**config.mk**
```make
export PLATFORM = sky130hd
export DESIGN_NAME = rifp_controller_flat
export DESIGN_NICKNAME = d
export VERILOG_FILES = /design/src/rifp_pkg.sv /design/src/rifp_if.sv /design/src/rifp_controller.sv /design/src/flat_wrapper.sv
export SDC_FILE = /design/constraint.sdc
export NUM_CORES = 1
export LEC_CHECK = 0
export ABC_AREA = 1
export BUFFER_PORTS_ARGS = -buffer_cell sky130_fd_sc_hd__buf_2
export CAP_MARGIN = 10
export CELL_PAD_IN_SITES_DETAIL_PLACEMENT = 0
export CELL_PAD_IN_SITES_GLOBAL_PLACEMENT = 1
export CORE_ASPECT_RATIO = 0.8
export CORE_MARGIN = 8
export CORE_UTILIZATION = 42
export CTS_BUF_LIST = sky130_fd_sc_hd__clkbuf_4 sky130_fd_sc_hd__clkbuf_8
export CTS_CLUSTER_SIZE = 40
export DETAILED_ROUTE_END_ITERATION = 10
export PLACE_DENSITY_LB_ADDON = 0.1
export SETUP_SLACK_MARGIN = 0.15
export SYNTH_ARGS = -nofsm -noshare
export SYNTH_HDL_FRONTEND = slang
export SYNTH_SLANG_ARGS = --single-unit
```
**constraint.sdc**
```tcl
create_clock -name clk -period 1.8 [get_ports clk]
set_input_delay 0.18 -clock clk [delete_from_list [all_inputs] [get_ports clk]]
set_output_delay 0.18 -clock clk [all_outputs]
set_load 0.02 [all_outputs]
```
**src/rifp_pkg.sv**
```systemverilog
// Package for the reset, initialization and fast park controller.
// Assumes a single 40 MHz reference clock shared by both ends.
package rifp_pkg;

  // ----------------------------------------------------------------
  // Timing
  // ----------------------------------------------------------------
  localparam int unsigned CLK_PERIOD_PS = 25000;
  localparam int unsigned PARK_FILTER_NS = 150;
  localparam int unsigned PARK_WARN_US = 40;
  // Glitch window rounds up to whole cycles.
  localparam int unsigned PARK_FILTER_CYC =
      (PARK_FILTER_NS * 1000 + CLK_PERIOD_PS - 1) / CLK_PERIOD_PS;
  // Warning lead time rounds up (a least time).
  localparam int unsigned PARK_WARN_CYC =
      (PARK_WARN_US * 1000000 + CLK_PERIOD_PS - 1) / CLK_PERIOD_PS;

  // ----------------------------------------------------------------
  // Widths and reset values
  // ----------------------------------------------------------------
  localparam int unsigned TEST_W = 8;
  localparam logic [TEST_W-1:0] TEST_DEFAULT = 8'h00;

  typedef enum logic [1:0] {
    RIFP_INIT_PROG,
    RIFP_INIT_DONE
  } rifp_irq_type;

endpackage

```
**src/rifp_if.sv**
```systemverilog
// Interface joining the controller end and the supervisor/host end.
// The testbench resolves the host interrupt wire from its enable.
`timescale 1ns/1ps
interface rifp_if;
  logic sys_reset_low;
  logic fast_park_request_n;
  logic host_irq_o;
  logic host_irq_oe;

  modport dev (
    input sys_reset_low,
    input fast_park_request_n,
    output host_irq_o,
    output host_irq_oe
  );

  modport sup (
    output sys_reset_low,
    output fast_park_request_n,
    input host_irq_o,
    input host_irq_oe
  );
endinterface

```
**src/rifp_controller.sv**
```systemverilog
// Controller end: reset-time safe states, start-up sequencing, host
// interrupt signalling and filtered fast park handling.
// Assumes the reset pin and park pin are asynchronous to clk.
`timescale 1ns/1ps

// Summary of operation
// Supervisor holds reset until supplies stable.
// In reset, outputs inactive, bidirectionals input.
// In reset, illumination and flash outputs tristated.
// Supervisor releases reset after stable clock.
// After release, wait PLL lock, load flash.
// After release, all pins become active.
// Drive host interrupt high during initialization.
// Drive host interrupt low when done.
// Host waits for interrupt low before commands.
// Park warning at least 40 us early.
// Park request parks the mirror array.
// Clock and reset kept 40 us after park.
// Park input deglitched for 150 ns.
// Test pins captured at reset release.
// Reset release and park synchronised first.
module rifp_controller #(
  parameter int unsigned FILTER_CYC = rifp_pkg::PARK_FILTER_CYC
) (
  input wire logic clk,                 // Reference clock.
  input wire logic rstn,                // Power-on reset, active low.
  rifp_if.dev link,                     // Reset, park and interrupt.
  input wire logic pll_locked,          // PLL lock indication.
  input wire logic flash_load_done,     // Configuration load finished.
  input wire logic park_done,           // Mirror park finished.
  input wire logic [7:0] test_in,       // Test point pin levels.
  output logic [7:0] test_cfg,          // Captured test configuration.
  output logic [7:0] test_oe,           // Test point output enables.
  output logic flash_load_start,        // Start configuration load.
  output logic park_start,              // Start mirror park pulse.
  output logic parked,                  // Park has completed.
  output logic illum_select_0,          // Illumination select 0.
  output logic illum_select_0_oe,       // Its output enable.
  output logic illum_select_1,          // Illumination select 1.
  output logic illum_select_1_oe,       // Its output enable.
  output logic flash_serial_clock_oe,   // Flash clock output enable.
  output logic flash_serial_out_oe,     // Flash data output enable.
  output logic flash_chip_select_oe,    // Flash select output enable.
  output logic io_active                // Normal pin operation.
);
  import rifp_pkg::*;

  initial begin
    if (FILTER_CYC < 1 || FILTER_CYC > 255)
      $error("FILTER_CYC out of range");
  end

  typedef enum logic [2:0] {
    RIFP_RESET,
    RIFP_WAIT_LOCK,
    RIFP_LOAD,
    RIFP_RUN,
    RIFP_PARKING,
    RIFP_PARKED
  } rifp_state_type;

  // ----------------------------------------------------------------
  // Synchronisers
  // ----------------------------------------------------------------
  logic rst_s1;
  logic rst_s2;
  logic park_s1;
  logic park_s2;
  logic [7:0] test_s1;
  logic [7:0] test_s2;

  always_ff @(posedge clk or negedge rstn) begin
    if (!rstn) begin
      rst_s1 <= 1'b0;
      rst_s2 <= 1'b0;
      park_s1 <= 1'b1;
      park_s2 <= 1'b1;
      test_s1 <= TEST_DEFAULT;
      test_s2 <= TEST_DEFAULT;
    end else begin
      rst_s1 <= link.sys_reset_low;
      rst_s2 <= rst_s1;
      park_s1 <= link.fast_park_request_n;
      park_s2 <= park_s1;
      test_s1 <= test_in;
      test_s2 <= test_s1;
    end
  end

  // ----------------------------------------------------------------
  // Park deglitch filter
  // ----------------------------------------------------------------
  logic park_filt;
  logic next_park_filt;
  logic [7:0] flt_cnt;
  logic [7:0] next_flt_cnt;

  always_comb begin
    next_park_filt = park_filt;
    next_flt_cnt = 8'h00;
    // A new level must hold longer than the glitch window.
    if (park_s2 != park_filt) begin
      next_flt_cnt = flt_cnt + 8'h01;
      if (flt_cnt >= FILTER_CYC[7:0]) begin
        next_park_filt = park_s2;
        next_flt_cnt = 8'h00;
      end
    end
  end

  always_ff @(posedge clk or negedge rstn) begin
    if (!rstn) begin
      park_filt <= 1'b1;
      flt_cnt <= 8'h00;
    end else begin
      park_filt <= next_park_filt;
      flt_cnt <= next_flt_cnt;
    end
  end

  // ----------------------------------------------------------------
  // Sequencer
  // ----------------------------------------------------------------
  rifp_state_type state;
  rifp_state_type next_state;
  logic next_load_start;
  logic next_park_start;
  logic [7:0] next_test_cfg;

  always_comb begin
    next_state = state;
    next_load_start = 1'b0;
    next_park_start = 1'b0;
    next_test_cfg = test_cfg;
    if (!rst_s2) begin
      next_state = RIFP_RESET;
    end else begin
      unique case (state)
        RIFP_RESET: begin
          next_test_cfg = test_s2;
          next_state = RIFP_WAIT_LOCK;
        end
        RIFP_WAIT_LOCK: begin
          if (pll_locked) begin
            next_load_start = 1'b1;
            next_state = RIFP_LOAD;
          end
        end
        RIFP_LOAD: begin
          if (flash_load_done) next_state = RIFP_RUN;
        end
        RIFP_RUN: begin
          if (!park_filt) begin
            next_park_start = 1'b1;
            next_state = RIFP_PARKING;
          end
        end
        RIFP_PARKING: begin
          if (park_done) next_state = RIFP_PARKED;
        end
        RIFP_PARKED: begin
          next_state = RIFP_PARKED;
        end
      endcase
    end
  end

  // ----------------------------------------------------------------
  // Registered pin controls
  // ----------------------------------------------------------------
  logic next_active;
  logic next_irq;
  logic next_irq_oe;
  logic next_parked;
  logic [7:0] next_test_oe;
  logic parked_r;
  logic [7:0] test_oe_r;

  always_comb begin
    // Safe states while reset; active from release.  see R2
    next_active = rst_s2 && next_state != RIFP_RESET;
    // High while initializing, low once done.  see R7
    next_irq_oe = next_active;
    next_irq = next_state == RIFP_WAIT_LOCK || next_state == RIFP_LOAD;
    next_parked = next_state == RIFP_PARKED;
    // Default configuration keeps test points undriven.
    next_test_oe = (next_active && next_test_cfg != TEST_DEFAULT) ?
                   8'hff : 8'h00;
  end

  always_ff @(posedge clk or negedge rstn) begin
    if (!rstn) begin
      state <= RIFP_RESET;
      test_cfg <= TEST_DEFAULT;
      flash_load_start <= 1'b0;
      park_start <= 1'b0;
      io_active <= 1'b0;
      link.host_irq_o <= 1'b0;
      link.host_irq_oe <= 1'b0;
      parked_r <= 1'b0;
      test_oe_r <= 8'h00;
    end else begin
      state <= next_state;
      test_cfg <= next_test_cfg;
      flash_load_start <= next_load_start;
      park_start <= next_park_start;
      io_active <= next_active;
      link.host_irq_o <= next_irq;
      link.host_irq_oe <= next_irq_oe;
      parked_r <= next_parked;
      test_oe_r <= next_test_oe;
    end
  end

  assign parked = parked_r;
  assign test_oe = test_oe_r;
  assign illum_select_0 = 1'b0;
  assign illum_select_1 = 1'b0;
  // Undriven in reset rather than driven inactive.
  assign illum_select_0_oe = io_active;
  assign illum_select_1_oe = io_active;
  assign flash_serial_clock_oe = io_active;
  assign flash_serial_out_oe = io_active;
  assign flash_chip_select_oe = io_active;
endmodule

```
**src/flat_wrapper.sv**
```systemverilog
// flat-port wrapper written by rule: the top's interface ports become plain ports
module rifp_controller_flat import rifp_pkg::*;
#(
  parameter int unsigned FILTER_CYC = rifp_pkg::PARK_FILTER_CYC
)
  (clk, rstn, pll_locked, flash_load_done, park_done, test_in, test_cfg, test_oe, flash_load_start, park_start, parked, illum_select_0, illum_select_0_oe, illum_select_1, illum_select_1_oe, flash_serial_clock_oe, flash_serial_out_oe, flash_chip_select_oe, io_active, link_sys_reset_low, link_fast_park_request_n, link_host_irq_o, link_host_irq_oe);
  rifp_if link_i ();
  input wire logic clk;
  input wire logic rstn;
  input wire logic pll_locked;
  input wire logic flash_load_done;
  input wire logic park_done;
  input wire logic [7:0] test_in;
  output logic [7:0] test_cfg;
  output logic [7:0] test_oe;
  output logic flash_load_start;
  output logic park_start;
  output logic parked;
  output logic illum_select_0;
  output logic illum_select_0_oe;
  output logic illum_select_1;
  output logic illum_select_1_oe;
  output logic flash_serial_clock_oe;
  output logic flash_serial_out_oe;
  output logic flash_chip_select_oe;
  output logic io_active;
  input wire logic [$bits(link_i.sys_reset_low)-1:0] link_sys_reset_low;
  input wire logic [$bits(link_i.fast_park_request_n)-1:0] link_fast_park_request_n;
  output wire logic [$bits(link_i.host_irq_o)-1:0] link_host_irq_o;
  output wire logic [$bits(link_i.host_irq_oe)-1:0] link_host_irq_oe;
  assign link_i.sys_reset_low = link_sys_reset_low;
  assign link_i.fast_park_request_n = link_fast_park_request_n;
  assign link_host_irq_o = link_i.host_irq_o;
  assign link_host_irq_oe = link_i.host_irq_oe;
  rifp_controller #(.FILTER_CYC(FILTER_CYC)) u_core (.clk(clk), .rstn(rstn), .link(link_i), .pll_locked(pll_locked), .flash_load_done(flash_load_done), .park_done(park_done), .test_in(test_in), .test_cfg(test_cfg), .test_oe(test_oe), .flash_load_start(flash_load_start), .park_start(park_start), .parked(parked), .illum_select_0(illum_select_0), .illum_select_0_oe(illum_select_0_oe), .illum_select_1(illum_select_1), .illum_select_1_oe(illum_select_1_oe), .flash_serial_clock_oe(flash_serial_clock_oe), .flash_serial_out_oe(flash_serial_out_oe), .flash_chip_select_oe(flash_chip_select_oe), .io_active(io_active));
endmodule
```
* After elaboration in Yosys (flattened, before gate mapping) *
Index checks and enable logic that the tools add are counted.

cells by class
  add/subtract/negate cells = 1
  $lt $le $gt $ge = 1
  eq/ne operators = 9
  multiplexer cells = 17
  reduce and logical (&&, ||, !) cells = 7

operators by type and width
  operator                                                                number
  8-bit two-way mux                                                       5
  3-bit one-hot mux with 6 select lines                                   1
  3-bit two-way mux                                                       5
  3-bit by 2-bit equality test with 1-bit output (second input constant)  3
  3-bit equality test (second input constant)                             3
  8-bit by 1-bit adder with 8-bit output (second input constant)          1
  8-bit by 3-bit >= comparator with 1-bit output (second input constant)  1
  8-bit nonzero test                                                      1
  3-bit by 1-bit equality test with 1-bit output (second input constant)  2
  1-bit two-way mux                                                       6
  3-bit zero test                                                         1
  3-bit nonzero test                                                      1
  1-bit logical AND                                                       2
  2-bit AND reduction                                                     1
  1-bit logical OR                                                        1
  1-bit inequality test                                                   1

storage, ports and cells
  register bits after elaboration = 53
  output and inout port bits = 29

* Longest topological paths before layout *
Gate-level depths: netlist of run 1.

  depth in word-level cells = 7
  depth in mapped cells = 11
  gate-level depth less buffers = 10

* Least setup slack after synthesis of run 1 *
Ideal clock, no wire load.

  path type = register to register
  from = register u_core.state[1]
  to = register u_core.link.host_irq_o
  setup time = 0.124 ns
  data arrival time = 1.268 ns
  path slack = 0.408 ns
  cell stages (with the launch flop) = 9
  path buffers = 0
  period minus slack after synthesis = 1.392 ns
  cell sequence = dfrtp_1 > inv_1 > ha_1 > a21oi_1 > nand2_1 > inv_1 > nand2_1 > nand2_1 > a21oi_1

between the ends
  word-level cells in the longest chain between the ends = 5

RTL lines
  what                                                                                                              RTL line                source
  start: declaration                                                                                                rifp_controller.sv:124  rifp_state_type state;
  start signal: assignment                                                                                          rifp_controller.sv:203  state <= next_state;
  3-bit equality test (tied with other cells)                                                                       rifp_controller.sv:138  unique case (state)
  3-bit one-hot mux with 6 select lines (*)                                                                         rifp_controller.sv:138
  3-bit two-way mux (*)                                                                                             rifp_controller.sv:135  if (!rst_s2) begin
  via u_core.next_state[1]                                                                                          rifp_controller.sv:125  rifp_state_type next_state;
  3-bit by 1-bit equality test with 1-bit output or 3-bit by 2-bit equality test with 1-bit output (tied branches)  rifp_controller.sv:184  next_irq = next_state == RIFP_WAIT_LOCK || next_state == RIFP_LOAD;
  1-bit logical OR (*)                                                                                              rifp_controller.sv:184
  via u_core.next_irq                                                                                               rifp_controller.sv:172  logic next_irq;
  end signal: assignment                                                                                            rifp_controller.sv:208  link.host_irq_o <= next_irq;
  end: declaration                                                                                                  rifp_if.sv:13           output host_irq_o,

The timed path passes the listed nets; every way through them passes the cells marked *.
A chain may end at the register's enable or synchronous reset.

* Worst setup path in the final report of run 1 *
  from = register u_core.state[1]
  to = register u_core.test_oe_r[6], in the netlist u_core.test_oe[6]

between the ends
  word-level cells in the longest chain between the ends = 7

RTL lines
  what                                         RTL line                source
  3-bit equality test (tied with other cells)  rifp_controller.sv:138
  3-bit one-hot mux with 6 select lines (*)    rifp_controller.sv:138
  3-bit two-way mux (*)                        rifp_controller.sv:135
  3-bit nonzero test (*)                       rifp_controller.sv:181  next_active = rst_s2 && next_state != RIFP_RESET;
  1-bit logical AND (*)                        rifp_controller.sv:181
  via u_core.next_active                       rifp_controller.sv:171  logic next_active;
  1-bit logical AND (*)                        rifp_controller.sv:187  next_test_oe = (next_active && next_test_cfg != TEST_DEFAULT) ?
  8-bit two-way mux (*)                        rifp_controller.sv:187
  end signal: assignment                       rifp_controller.sv:211  test_oe_r <= next_test_oe;
  end: declaration                             rifp_controller.sv:177  logic [7:0] test_oe_r;

Marked as above.

==> results of run 1 <==
## area by class of cell
type / count / area, µm² / area share
repair buffers: 53 / 335.3 / 0.1512
well taps: 57 / 71.32 / 0.03215
clock buffers: 6 / 76.32 / 0.03440
flip-flops and latches: 46 / 1157 / 0.5217
inverters: 26 / 97.59 / 0.04399
clock inverters: 2 / 37.54 / 0.01692
multi-input cells: 81 / 442.9 / 0.1997
## per-layer routing
metal,global-route usage,vias to the layer above,routed length [µm]
li1,-,572,-
met2,0.1583,38,1270
met3,0.04253,4,339
met4,0.04963,0,31
met5,0,-,0
met1,0.1178,525,1283
## where the power goes
group          internal [µW]  total, µW  switching, µW
Combinational            138        394            255
Clock                    429        743            314
Sequential              1110       1160           44.2
## worst min path at each step
| stage | startpoint | endpoint | slack, ps | cells past startpoint |
|---|---|---|---|---|
| 6_report | pll_locked | u_core.flash_load_start | 170 | 3 |
| 5_1_grt | pll_locked | u_core.flash_load_start | 190 | 3 |
| 4_1_cts | pll_locked | u_core.flash_load_start | 160 | 3 |
| 3_5_place_dp | rstn | u_core.test_cfg[4] | 170 | 1 |
| 3_3_place_gp | rstn | u_core.test_s1[4] | 160 | 1 |
| 2_1_floorplan | rstn | u_core.flash_load_start | -120 | 0 |
## flip-flops by register name, summed over array words and instances (netlist names)
name,count
u_core.test_oe,1
u_core.state,3
u_core.link.host_irq_o,1
u_core.park_s1,1
u_core.park_s2,1
u_core.flt_cnt,8
u_core.test_s2,8
u_core.parked,1
u_core.rst_s1,1
u_core.link.host_irq_oe,1
u_core.park_filt,1
u_core.rst_s2,1
u_core.park_start,1
u_core.test_s1,8
u_core.flash_load_start,1
u_core.test_cfg,8
## timing repair
item                                   CTS  global route
setup endpoints to repair                0             2
gates resized for setup                  0             3
hold buffers                            11             0
endpoints found under the hold margin   30             0
## per-stage QoR
stage / total power, µW / setup WS [ps] / hold slack, ps
after global routing: 2434 / 160.5 / 186.3
after global placement: 1556 / 290.1 / 162.1
after detailed placement: 1559 / 260.9 / 169.2
after floorplan: 1473 / 407.5 / -115.6
final: 2293 / 331.4 / 166.0
after CTS: 2337 / 240.1 / 161.9
## Yosys cell counts
library cell,number,area [µm²]
nor2_8,1,20.02
o21ai_2,4,35.03
buf_4,15,112.6
nand2_4,1,11.26
inv_2,1,3.750
xnor2_1,1,8.760
o21bai_1,1,7.510
nor2_1,10,37.54
nand4_1,1,6.260
or2_2,1,6.260
and3_1,1,6.260
buf_6,2,22.52
nor2_4,1,11.26
a21oi_1,5,25.02
dfstp_2,3,78.83
nand3_2,1,10.01
ha_1,3,37.54
dfrtp_1,43,1076
nor3_1,3,15.01
inv_1,25,93.84
o21ai_0,2,10.01
nand2_1,28,105.1
nand3_1,5,25.02
conb_1,1,3.750
nand3b_1,4,30.03
a21oi_2,1,8.760
## cells by family (layout without fill, tap and decap cells)
family / Yosys count / after routing / share of synthesized area
and+or+nand+nor: 57 / 57 / 0.1571
DFF: 46 / 46 / 0.6388
buffers and inverters: 43 / 87 / 0.1287
AOI/OAI and AO/OA: 13 / 13 / 0.04775
adders and majority gates: 3 / 3 / 0.02076
other: 1 / 7 / 0.002074
xor gates and xnor gates: 1 / 1 / 0.004845
## worst max-delay path, delay by kind of cell (launching register included)
kind | cells | cell delay (ps)
AND/OR/NAND/NOR | 4 | 360
buffers and inverters | 2 | 100
AO/OA/AOI/OAI | 1 | 170
adder cells (fa/ha/maj) | 1 | 320
flip-flops | 1 | 420
==> metrics.md, run 1 <==
| Metric | Value |
|---|---|
| CP startpoint | `u_core.state[1]` |
| Most frequent CP cell | `nand2_1` |
| Pins Over Slew Limit | `0` |
| Crit start category | `flip-flop` |
| End of the critical path | `u_core.test_oe[6]` |
| Routed WL per cell | `10.79 µm` |
| # fillers | `395` |
| Drt first-iter violations | `35` |
| Final WL | `2924 µm` |
| Io pins | `44` |
| Post-route minimum period | `1469 ps` |
| Antenna-violating nets left | `0` |
| Initial core utilization | `0.4355` |
| Tcrit/Tclk final | `0.8159` |
| CTS tree | `built` |
| GRT Total Usage | `0.1012` |
| Die area | `6673 µm²` |
| Via/cell ratio | `4.203` |
| Clock Path Buffers | `2` |
| R2R Path End | `u_core.test_oe[6]` |
| Layout Nets | `231` |
| Endpoints failing setup | `0` |
| Skew-Pair Late Insertion Delay | `290 ps` |
| Core footprint | `4151 µm²` |
| # diodes | `0` |
| Row cnt | `21` |
| Via count | `1,139` |
| Largest net degree at the start of global routing | `27` |
| Number of global-route vias before repair | `1,150` |
| Power per standard cell area | `1034 nW/µm²` |
| RSZ-0062 raised after global routing | `no` |
| GP Congestion | `0.7472` |
| Buffers on Ports | `41` |
| Synthesized cell area | `1808 µm²` |
| Die Height | `74.69 µm` |
| R2R Setup Slk | `330 ps` |
| Status | `finished clean` |
| DR pass1 iterations | `4` |
| CP max FO | `5` |
| Utilization after layout | `0.5344` |
| DRC Markers | `0` |
| Die width | `89.36 µm` |
| WS Path Type | `flip-flop to flip-flop` |
| RR Startpoint | `u_core.state[1]` |
| Final Hold Fails | `0` |
| Arr. time, crit path | `1650 ps` |
| Setup Skew | `5.867 ps` |
| Worst Hold Class | `primary input to flip-flop` |
| Critical path data required time | `1990 ps` |
| Post-Layout Inst Area | `2218 µm²` |
| H-tree depth | `2` |
| DP Wirelength | `2270 µm` |
| Maximum VDD drop | `0.4704 mV` |
| Yosys warnings | `0` |
| Reg2Reg Depth | `8` |
| First-pass GRT wire length | `5016 µm` |
| Clk root buf | `clkbuf_8` |
| Avg Inst Size Synth | `11.02 µm²` |
| Nature of the critical path endpoint | `flip-flop` |
| Leak | `0.001172 µW` |
| Clock slew at reported path FFs | `80 ps` |
| Yosys cell types | `26` |
| Layout cells sized above 1 | `0.3084` |
| Seq/Total Area, Yosys | `0.6388` |
| Yosys reg bits | `46` |
| DP Area | `1992 µm²` |
| Commonest non-fill, non-tap cells in the layout | `41 x buf_2, 41 x dfrtp_1, 28 x nand2_1` |
| Slowest Stage Delay on Critical Path | `420 ps` |
| Setup TNS | `0 ps` |
| Initial antenna violation count | `0` |
| Max Cap Viol | `0` |
| Inst Count DP | `252` |
| Cts bufs inserted | `5` |
| GRT Residual Overflow | `0` |
| Clock Sinks | `46` |
| Non-Filler Instances | `271` |
| Area Overhead vs Synth | `22.70%` |
| Crit path cell chain | `inv_1 > ha_1 > a21oi_2 > nand2_1 > nand2_1 > nand3_2 > nand2_1 > inv_1` |
| Max Fclk | `680.9 MHz` |
| Mapped Cells | `164` |
| CP max stage cell | `dfrtp_2` |
| Setup bufs post-CTS | `0` |
Power figures use the tool's default switching activity.
==> run 2, diff against run 1 <==
ABC_AREA = 0   (was 1)
CORE_UTILIZATION = 43   (was 42)
clock period = 1.4 ns   (was 1.8 ns; I/O delays follow)
==> run 2 against run 1 <==
Against the previous run: the flow now finishes with violations (setup timing); sequential share of layout area down 4.7 points; worst hold slack better by 95 ps; die area down 3.6%; non-clock buffer count up 18; area after synthesis down 2.1%; clock power up 6.3%; combinational power up 28%; core utilization up 6.5 points; via count up 1.4%; synthesized cell count down 21%; total power up 22%; maximum frequency down 5.5%.
==> metrics.md, run 2 <==
| Metric | Value |
|---|---|
| Layout cells sized above 1 | `0.5408 (was 0.3084)` |
| Setup Skew | `5.449 ps (was 5.867 ps)` |
| GP Congestion | `0.8726 (was 0.7472)` |
| CP max stage cell | `dfrtp_2 (unchanged)` |
| DP Area | `2073 µm² (was 1992 µm²)` |
| Max Fclk | `643.3 MHz (was 680.9 MHz)` |
| Initial antenna violation count | `0 (unchanged)` |
| Io pins | `44 (unchanged)` |
| Antenna-violating nets left | `0 (unchanged)` |
| Via/cell ratio | `4.565 (was 4.203)` |
| Commonest non-fill, non-tap cells in the layout | `41 x buf_2, 40 x dfrtp_1, 14 x buf_4 (was 41 x buf_2, 41 x dfrtp_1, 28 x nand2_1)` |
| Nature of the critical path endpoint | `flip-flop (unchanged)` |
| Via count | `1,155 (was 1,139)` |
| Ranking of synthesized cells by area | `dfrtp_1 61%, buf_4 6.8%, mux2_2 6.4%, dfstp_2 4.5%, ha_1 2.1% (was dfrtp_1 60%, buf_4 6.2%, nand2_1 5.8%, inv_1 5.2%, dfstp_2 4.4%)` |
| Synth cell count leaders | `43 x dfrtp_1, 16 x buf_4, 10 x mux2_2, 8 x nor2_1 (was 43 x dfrtp_1, 28 x nand2_1, 25 x inv_1, 15 x buf_4, 10 x nor2_1)` |
| CP delay by family, top | `flip-flops (unchanged)` |
| Area Overhead vs Synth | `37.98% (was 22.70%)` |
| Routed WL per cell | `12.93 µm (was 10.79 µm)` |
| Utilization after layout | `0.5994 (was 0.5344)` |
| Crit path cell chain | `ha_4 > o311ai_4 > nor3_1 > mux2_4 (was inv_1 > ha_1 > a21oi_2 > nand2_1 > nand2_1 > nand3_2 > nand2_1 > inv_1)` |
| Final Hold Fails | `0 (unchanged)` |
| Hold_ws | `261.4 ps (was 166.0 ps)` |
| Synth area leader | `dfrtp_1 (unchanged)` |
| Worst Hold Class | `primary input to async pin (was primary input to flip-flop)` |
| Buffers on Ports | `41 (unchanged)` |
| Crit start category | `flip-flop (unchanged)` |
| Largest net degree at the start of global routing | `28 (was 27)` |
| Count of flip-flops with a built-in enable after synthesis | `0 (unchanged)` |
| Clock Sinks | `46 (unchanged)` |
| Cts bufs inserted | `5 (unchanged)` |
| Die area | `6436 µm² (was 6673 µm²)` |
| # diodes | `0 (unchanged)` |
| Violated checks | `setup timing` |
| Reg2Reg Depth | `4 (was 8)` |
| RSZ-0062 raised after global routing | `yes (was no)` |
| Core footprint | `4073 µm² (was 4151 µm²)` |
| Yosys cell types | `31 (was 26)` |
| Row cnt | `21 (unchanged)` |
| Post-route minimum period | `1554 ps (was 1469 ps)` |
| Tcrit/Tclk final | `1.110 (was 0.8159)` |
| GRT Residual Overflow | `0 (unchanged)` |
| Synthesized cell area | `1769 µm² (was 1808 µm²)` |
| Status | `finished with violations (was finished clean)` |
| DR pass1 iterations | `4 (unchanged)` |
| Number of buffers and inverters on the critical path | `0 (was 2)` |
| Clock Path Buffers | `2 (unchanged)` |
| CP max FO | `6 (was 5)` |
| Max Cap Viol | `0 (unchanged)` |
| DP Wirelength | `2339 µm (was 2270 µm)` |
| Clk root buf | `clkbuf_8 (unchanged)` |
| Setup TNS | `-1517 ps (was 0 ps)` |
| Yosys top cell area share | `0.6082 (was 0.5952)` |
| R2R Setup Slk | `-150 ps (was 330 ps)` |
| Final WL | `3271 µm (was 2924 µm)` |
| DRC Markers | `0 (unchanged)` |
| Top FF cell, synth | `dfrtp_1 (unchanged)` |
| Pins Over Slew Limit | `0 (unchanged)` |
| Die Height | `73.37 µm (was 74.69 µm)` |
| Yosys reg bits | `46 (unchanged)` |
| Initial core utilization | `0.4344 (was 0.4355)` |
| Most common cell after layout, fill and taps aside | `buf_2` |
| WS Path Type | `flip-flop to flip-flop (unchanged)` |
| Maximum VDD drop | `0.6662 mV (was 0.4704 mV)` |
| First-pass GRT wire length | `5347 µm (was 5016 µm)` |
| RR Startpoint | `u_core.state[2] (was u_core.state[1])` |
| Die width | `87.72 µm (was 89.36 µm)` |
| Skew-Pair Late Insertion Delay | `300 ps (was 290 ps)` |
| Worst Slack Setup Final | `-154.5 ps (was 331.4 ps)` |
| GRT Total Usage | `0.1085 (was 0.1012)` |
| Drt first-iter violations | `30 (was 35)` |
| Slowest Stage Delay on Critical Path | `470 ps (was 420 ps)` |
| Cell with the most instances after synthesis | `dfrtp_1 (unchanged)` |
| Post-Layout Inst Area | `2441 µm² (was 2218 µm²)` |
| Seq/Total Area, Yosys | `0.6528 (was 0.6388)` |
| R2R Path End | `u_core.link.host_irq_o (was u_core.test_oe[6])` |
| Endpoints failing setup | `13 (was 0)` |
| H-tree depth | `2 (unchanged)` |
| Mapped Cells | `129 (was 164)` |
| Arr. time, crit path | `1740 ps (was 1650 ps)` |
| CTS tree | `built (unchanged)` |
| # fillers | `326 (was 395)` |
| Power per standard cell area | `1145 nW/µm² (was 1034 nW/µm²)` |
| Clock slew at reported path FFs | `90 ps (was 80 ps)` |
| Yosys warnings | `0 (unchanged)` |
| Number of global-route vias before repair | `1,181 (was 1,150)` |
| Leak | `0.001167 µW (was 0.001172 µW)` |
| Layout Nets | `213 (was 231)` |
| Ys async rst share | `1.000 (unchanged)` |
| Critical path data required time | `1590 ps (was 1990 ps)` |
| Avg Inst Size Synth | `13.71 µm² (was 11.02 µm²)` |
-- run 2: changes by cell type after synthesis, sizes merged, moves of 2 or more --
| cell | before | now |
|---|---|---|
| o21ai | 6 | 2 |
| nand3b | 4 | 0 |
| nor2 | 12 | 8 |
| nand2b | 0 | 4 |
| inv | 26 | 5 |
| a31oi | 0 | 2 |
| mux2 | 0 | 10 |
| nand3 | 6 | 1 |
| a21oi | 6 | 3 |
| o211ai | 0 | 2 |
| nor4 | 0 | 5 |
| nand2 | 29 | 2 |
-- run 2: layout make-up --
type | instances | area (µm²) | share of cell area
clock buffers | 5 | 68.82 | 0.02819
clock inverters | 3 | 21.27 | 0.008713
inverters | 5 | 21.27 | 0.008713
multi-input cells | 66 | 614.3 | 0.2517
flip-flops and latches | 46 | 1159 | 0.4746
well taps | 57 | 71.32 | 0.02922
repair buffers | 71 | 485.5 | 0.1989
-- run 2: repair_timing --
action,CTS,global route
resized for setup,16,15
pin swaps,7,5
cloned,0,0
hold buffers,11,0
endpoints found under the hold margin,20,0
buffers inserted,5,1
endpoints found under the setup margin,16,17
-- run 2: worst max-delay path by stage --
stage,from,end,slack (ps),cells past startpoint
after floorplan,u_core.state[2],u_core.test_cfg[0],-140,3
after global placement,u_core.state[1],u_core.link.host_irq_o,-160,5
after detailed placement,u_core.state[2],u_core.link.host_irq_o,-160,4
after CTS,u_core.state[1],u_core.link.host_irq_o,-130,4
after global routing,u_core.state[2],u_core.link.host_irq_o,-190,4
final,u_core.state[2],u_core.link.host_irq_o,-150,4
-- run 2: cell families after synthesis --
| kind of cell | synth area share |
|---|---|
| muxes | 0.06365 |
| and+or+nand+nor | 0.1132 |
| xor gates and xnor gates | 0.009903 |
| DFF | 0.6528 |
| adders and majority gates | 0.02122 |
| AOI/OAI and AO/OA | 0.04950 |
| other | 0.002120 |
| buffers and inverters | 0.08770 |
-- run 2: through the flow --
step,setup slack [ps],instances,power (µW)
3_5_place_dp,-164.7,228,1954
5_1_grt,-194.3,253,2926
4_1_cts,-130.8,252,2798
6_report,-154.5,253,2795
2_1_floorplan,-135.8,135,1808
3_3_place_gp,-158.5,228,1948
-- run 2: routing by layer --
metal	global-route usage	routed length, µm	vias to the layer above
met2	0.1817	1618	32
li1	-	-	548
met5	0	0	-
met4	0.05133	44	0
met3	0.03352	203	6
met1	0.1231	1404	569
-- run 2: report_power, final --
group          total, µW  internal, µW  switching [µW]
clock network        790           350             439
logic                505           233             272
registers           1500          1430            71.5
==> run 3, diff against run 2 <==
BUFFER_PORTS_ARGS = not set   (was -buffer_cell sky130_fd_sc_hd__buf_2)
CORE_UTILIZATION = 47   (was 43)
DONT_BUFFER_PORTS = 1   (was not set)
==> run 3 against run 2 <==
Against the previous run: the flow still finishes with violations (setup timing); maximum frequency decreased by 0.72%; clock skew increased by 3.2 ps; clock power down 1%; setup slack got worse by 11 ps; critical path depth rose by 1; combinational power is 12% lower; critical path type unchanged.
==> metrics.md, run 3 (synthesis gave the netlist of run 2 again) <==
| Metric | Value |
|---|---|
| Initial core utilization | `0.4777 (was 0.4344)` |
| Violated checks | `setup timing (unchanged)` |
| Post-route minimum period | `1566 ps (was 1554 ps)` |
| Final Hold Fails | `0 (unchanged)` |
| Net Sw Frac | `0.2761 (was 0.2802)` |
| Most common cell after layout, fill and taps aside | `dfrtp_1 (was buf_2)` |
| GP Congestion | `0.7808 (was 0.8726)` |
| Buffers on Ports | `0 (was 41)` |
| Clock Sinks | `46 (unchanged)` |
| Skew-Pair Late Insertion Delay | `290 ps (was 300 ps)` |
| Crit path cell chain | `inv_4 > ha_4 > a31oi_2 > o211a_1 > mux2_4 (was ha_4 > o311ai_4 > nor3_1 > mux2_4)` |
| DRC Markers | `0 (unchanged)` |
| Sequential Power Share | `0.552 (was 0.537)` |
| # diodes | `0 (unchanged)` |
| Via/cell ratio | `5.053 (was 4.565)` |
| Max Cap Viol | `0 (unchanged)` |
| Worst Slack Setup Final | `-165.7 ps (was -154.5 ps)` |
| Row cnt | `20 (was 21)` |
| Area Overhead vs Synth | `27.65% (was 37.98%)` |
| CTS tree | `built (unchanged)` |
| Number of global-route vias before repair | `1,030 (was 1,181)` |
| Number of buffers and inverters on the critical path | `1 (was 0)` |
| Hold_ws | `190.0 ps (was 261.4 ps)` |
| Worst Hold Class | `primary input to flip-flop (was primary input to async pin)` |
| Setup TNS | `-1502 ps (was -1517 ps)` |
| Antenna-violating nets left | `0 (unchanged)` |
| CP delay by family, top | `flip-flops (unchanged)` |
| Via count | `1,041 (was 1,155)` |
| Leak | `0.001029 µW (was 0.001167 µW)` |
| Initial antenna violation count | `0 (unchanged)` |
| First-pass GRT wire length | `5168 µm (was 5347 µm)` |
| H-tree depth | `2 (unchanged)` |
| DR pass1 iterations | `4 (unchanged)` |
| Clk pwr share | `0.285 (was 0.283)` |
| Core footprint | `3704 µm² (was 4073 µm²)` |
| Clk root buf | `clkbuf_8 (unchanged)` |
| Nature of the critical path endpoint | `flip-flop (unchanged)` |
| Setup Skew | `8.676 ps (was 5.449 ps)` |
| Arr. time, crit path | `1750 ps (was 1740 ps)` |
| Power per standard cell area | `1211 nW/µm² (was 1145 nW/µm²)` |
| Critical path data required time | `1580 ps (was 1590 ps)` |
| Commonest non-fill, non-tap cells in the layout | `40 x dfrtp_1, 19 x buf_4, 11 x dlygate4sd3_1 (was 41 x buf_2, 40 x dfrtp_1, 14 x buf_4)` |
| Layout Nets | `179 (was 213)` |
| Cts bufs inserted | `5 (unchanged)` |
| Pins Over Slew Limit | `0 (unchanged)` |
| Routed WL per cell | `15.17 µm (was 12.93 µm)` |
| Max Fclk | `638.7 MHz (was 643.3 MHz)` |
| Endpoints failing setup | `13 (unchanged)` |
| Status | `finished with violations (unchanged)` |
| Die Height | `70.88 µm (was 73.37 µm)` |
| Drt first-iter violations | `43 (was 30)` |
| RSZ-0062 raised after global routing | `yes (unchanged)` |
| CP max stage cell | `dfrtp_2 (unchanged)` |
| CP max FO | `4 (was 6)` |
| P_sw | `755.3 µW (was 783.1 µW)` |
| Tcrit/Tclk final | `1.118 (was 1.110)` |
| Utilization after layout | `0.6098 (was 0.5994)` |
| Slowest Stage Delay on Critical Path | `460 ps (was 470 ps)` |
| Clock Path Buffers | `2 (unchanged)` |
| Clock slew at reported path FFs | `90 ps (about the same)` |
| Multi-input gate area | `576.8 µm² (was 614.3 µm²)` |
| Final WL | `3125 µm (was 3271 µm)` |
| # fillers | `312 (was 326)` |
| Layout cells sized above 1 | `0.4259 (was 0.5408)` |
| DP Wirelength | `2106 µm (was 2339 µm)` |
| Internal power | `1981 µW (was 2012 µW)` |
| Die area | `5996 µm² (was 6436 µm²)` |
| GRT Residual Overflow | `0 (unchanged)` |
| Die width | `84.60 µm (was 87.72 µm)` |
| Maximum VDD drop | `0.7598 mV (was 0.6662 mV)` |
| GRT Total Usage | `0.1105 (was 0.1085)` |
| Total Power | `2736 µW (was 2795 µW)` |
| Largest net degree at the start of global routing | `47 (was 28)` |
| Io pins | `44 (unchanged)` |
| Crit start category | `flip-flop (unchanged)` |
| Combinational Power Share | `0.163 (was 0.181)` |
| Sequential cell area | `1159 µm² (unchanged)` |
| WS Path Type | `flip-flop to flip-flop (unchanged)` |
## run 3: cell count changes in the layout (fill, tap and decap cells not counted), sizes merged
| cell | before | now |
|---|---|---|
| buf | 60 | 26 |
## run 3: power by group through the flow
stage / Clock (µW) / Sequential [µW] / Combinational (µW)
CTS: 821 / 1510 / 439
finish: 780 / 1510 / 445
global route: 877 / 1520 / 478
detailed placement: 0 / 1540 / 353
floorplan: 0 / 1580 / 232
global placement: 0 / 1530 / 349
## run 3: per-stage QoR
step | instance area (µm²) | worst slack, ps | instances
5_1_grt | 2258 | -245.0 | 206
6_report | 2258 | -165.7 | 206
3_5_place_dp | 1897 | -192.0 | 180
3_3_place_gp | 1897 | -163.8 | 180
2_1_floorplan | 1827 | -135.8 | 135
4_1_cts | 2237 | -126.1 | 206
## run 3: cell type report
cell class,count,share of cell area
flip-flops and latches,46,0.5130
clock buffers,5,0.03047
repair buffers,37,0.1579
inverters,5,0.009418
well taps,44,0.02438
clock inverters,3,0.009418
multi-input cells,66,0.2554
## run 3: worst paths after layout
path	startpoint	slack (ps)	end	cells after the start
worst min register to register	u_core.test_s1[4]	340	u_core.test_s2[4]	0
min in group asynchronous	rstn	350	u_core.test_cfg[2]	2
worst max register to register	u_core.state[1]	-170	u_core.link.host_irq_o	5
worst min-delay path	pll_locked	190	u_core.flash_load_start	2
worst max-delay path	u_core.state[1]	-170	u_core.link.host_irq_o	5
max in group asynchronous	rstn	780	u_core.park_filt	2
## run 3: metal layers
layer,wire [µm],vias to the layer above,part of all wire,track usage
met2,1555,33,0.50,0.1726
met5,0,-,0,0
met3,135,9,0.043,0.03588
met1,1376,511,0.44,0.1338
li1,-,488,-,-
met4,57,0,0.018,0.05709
## run 3: repair_timing
| action | in CTS | in global routing |
|---|---|---|
| endpoints found under the hold margin | 56 | 0 |
| resized for setup | 19 | 5 |
| pin swaps | 10 | 2 |
| setup endpoints to repair | 16 | 19 |
| hold buffers | 12 | 0 |
| setup buffers | 6 | 0 |
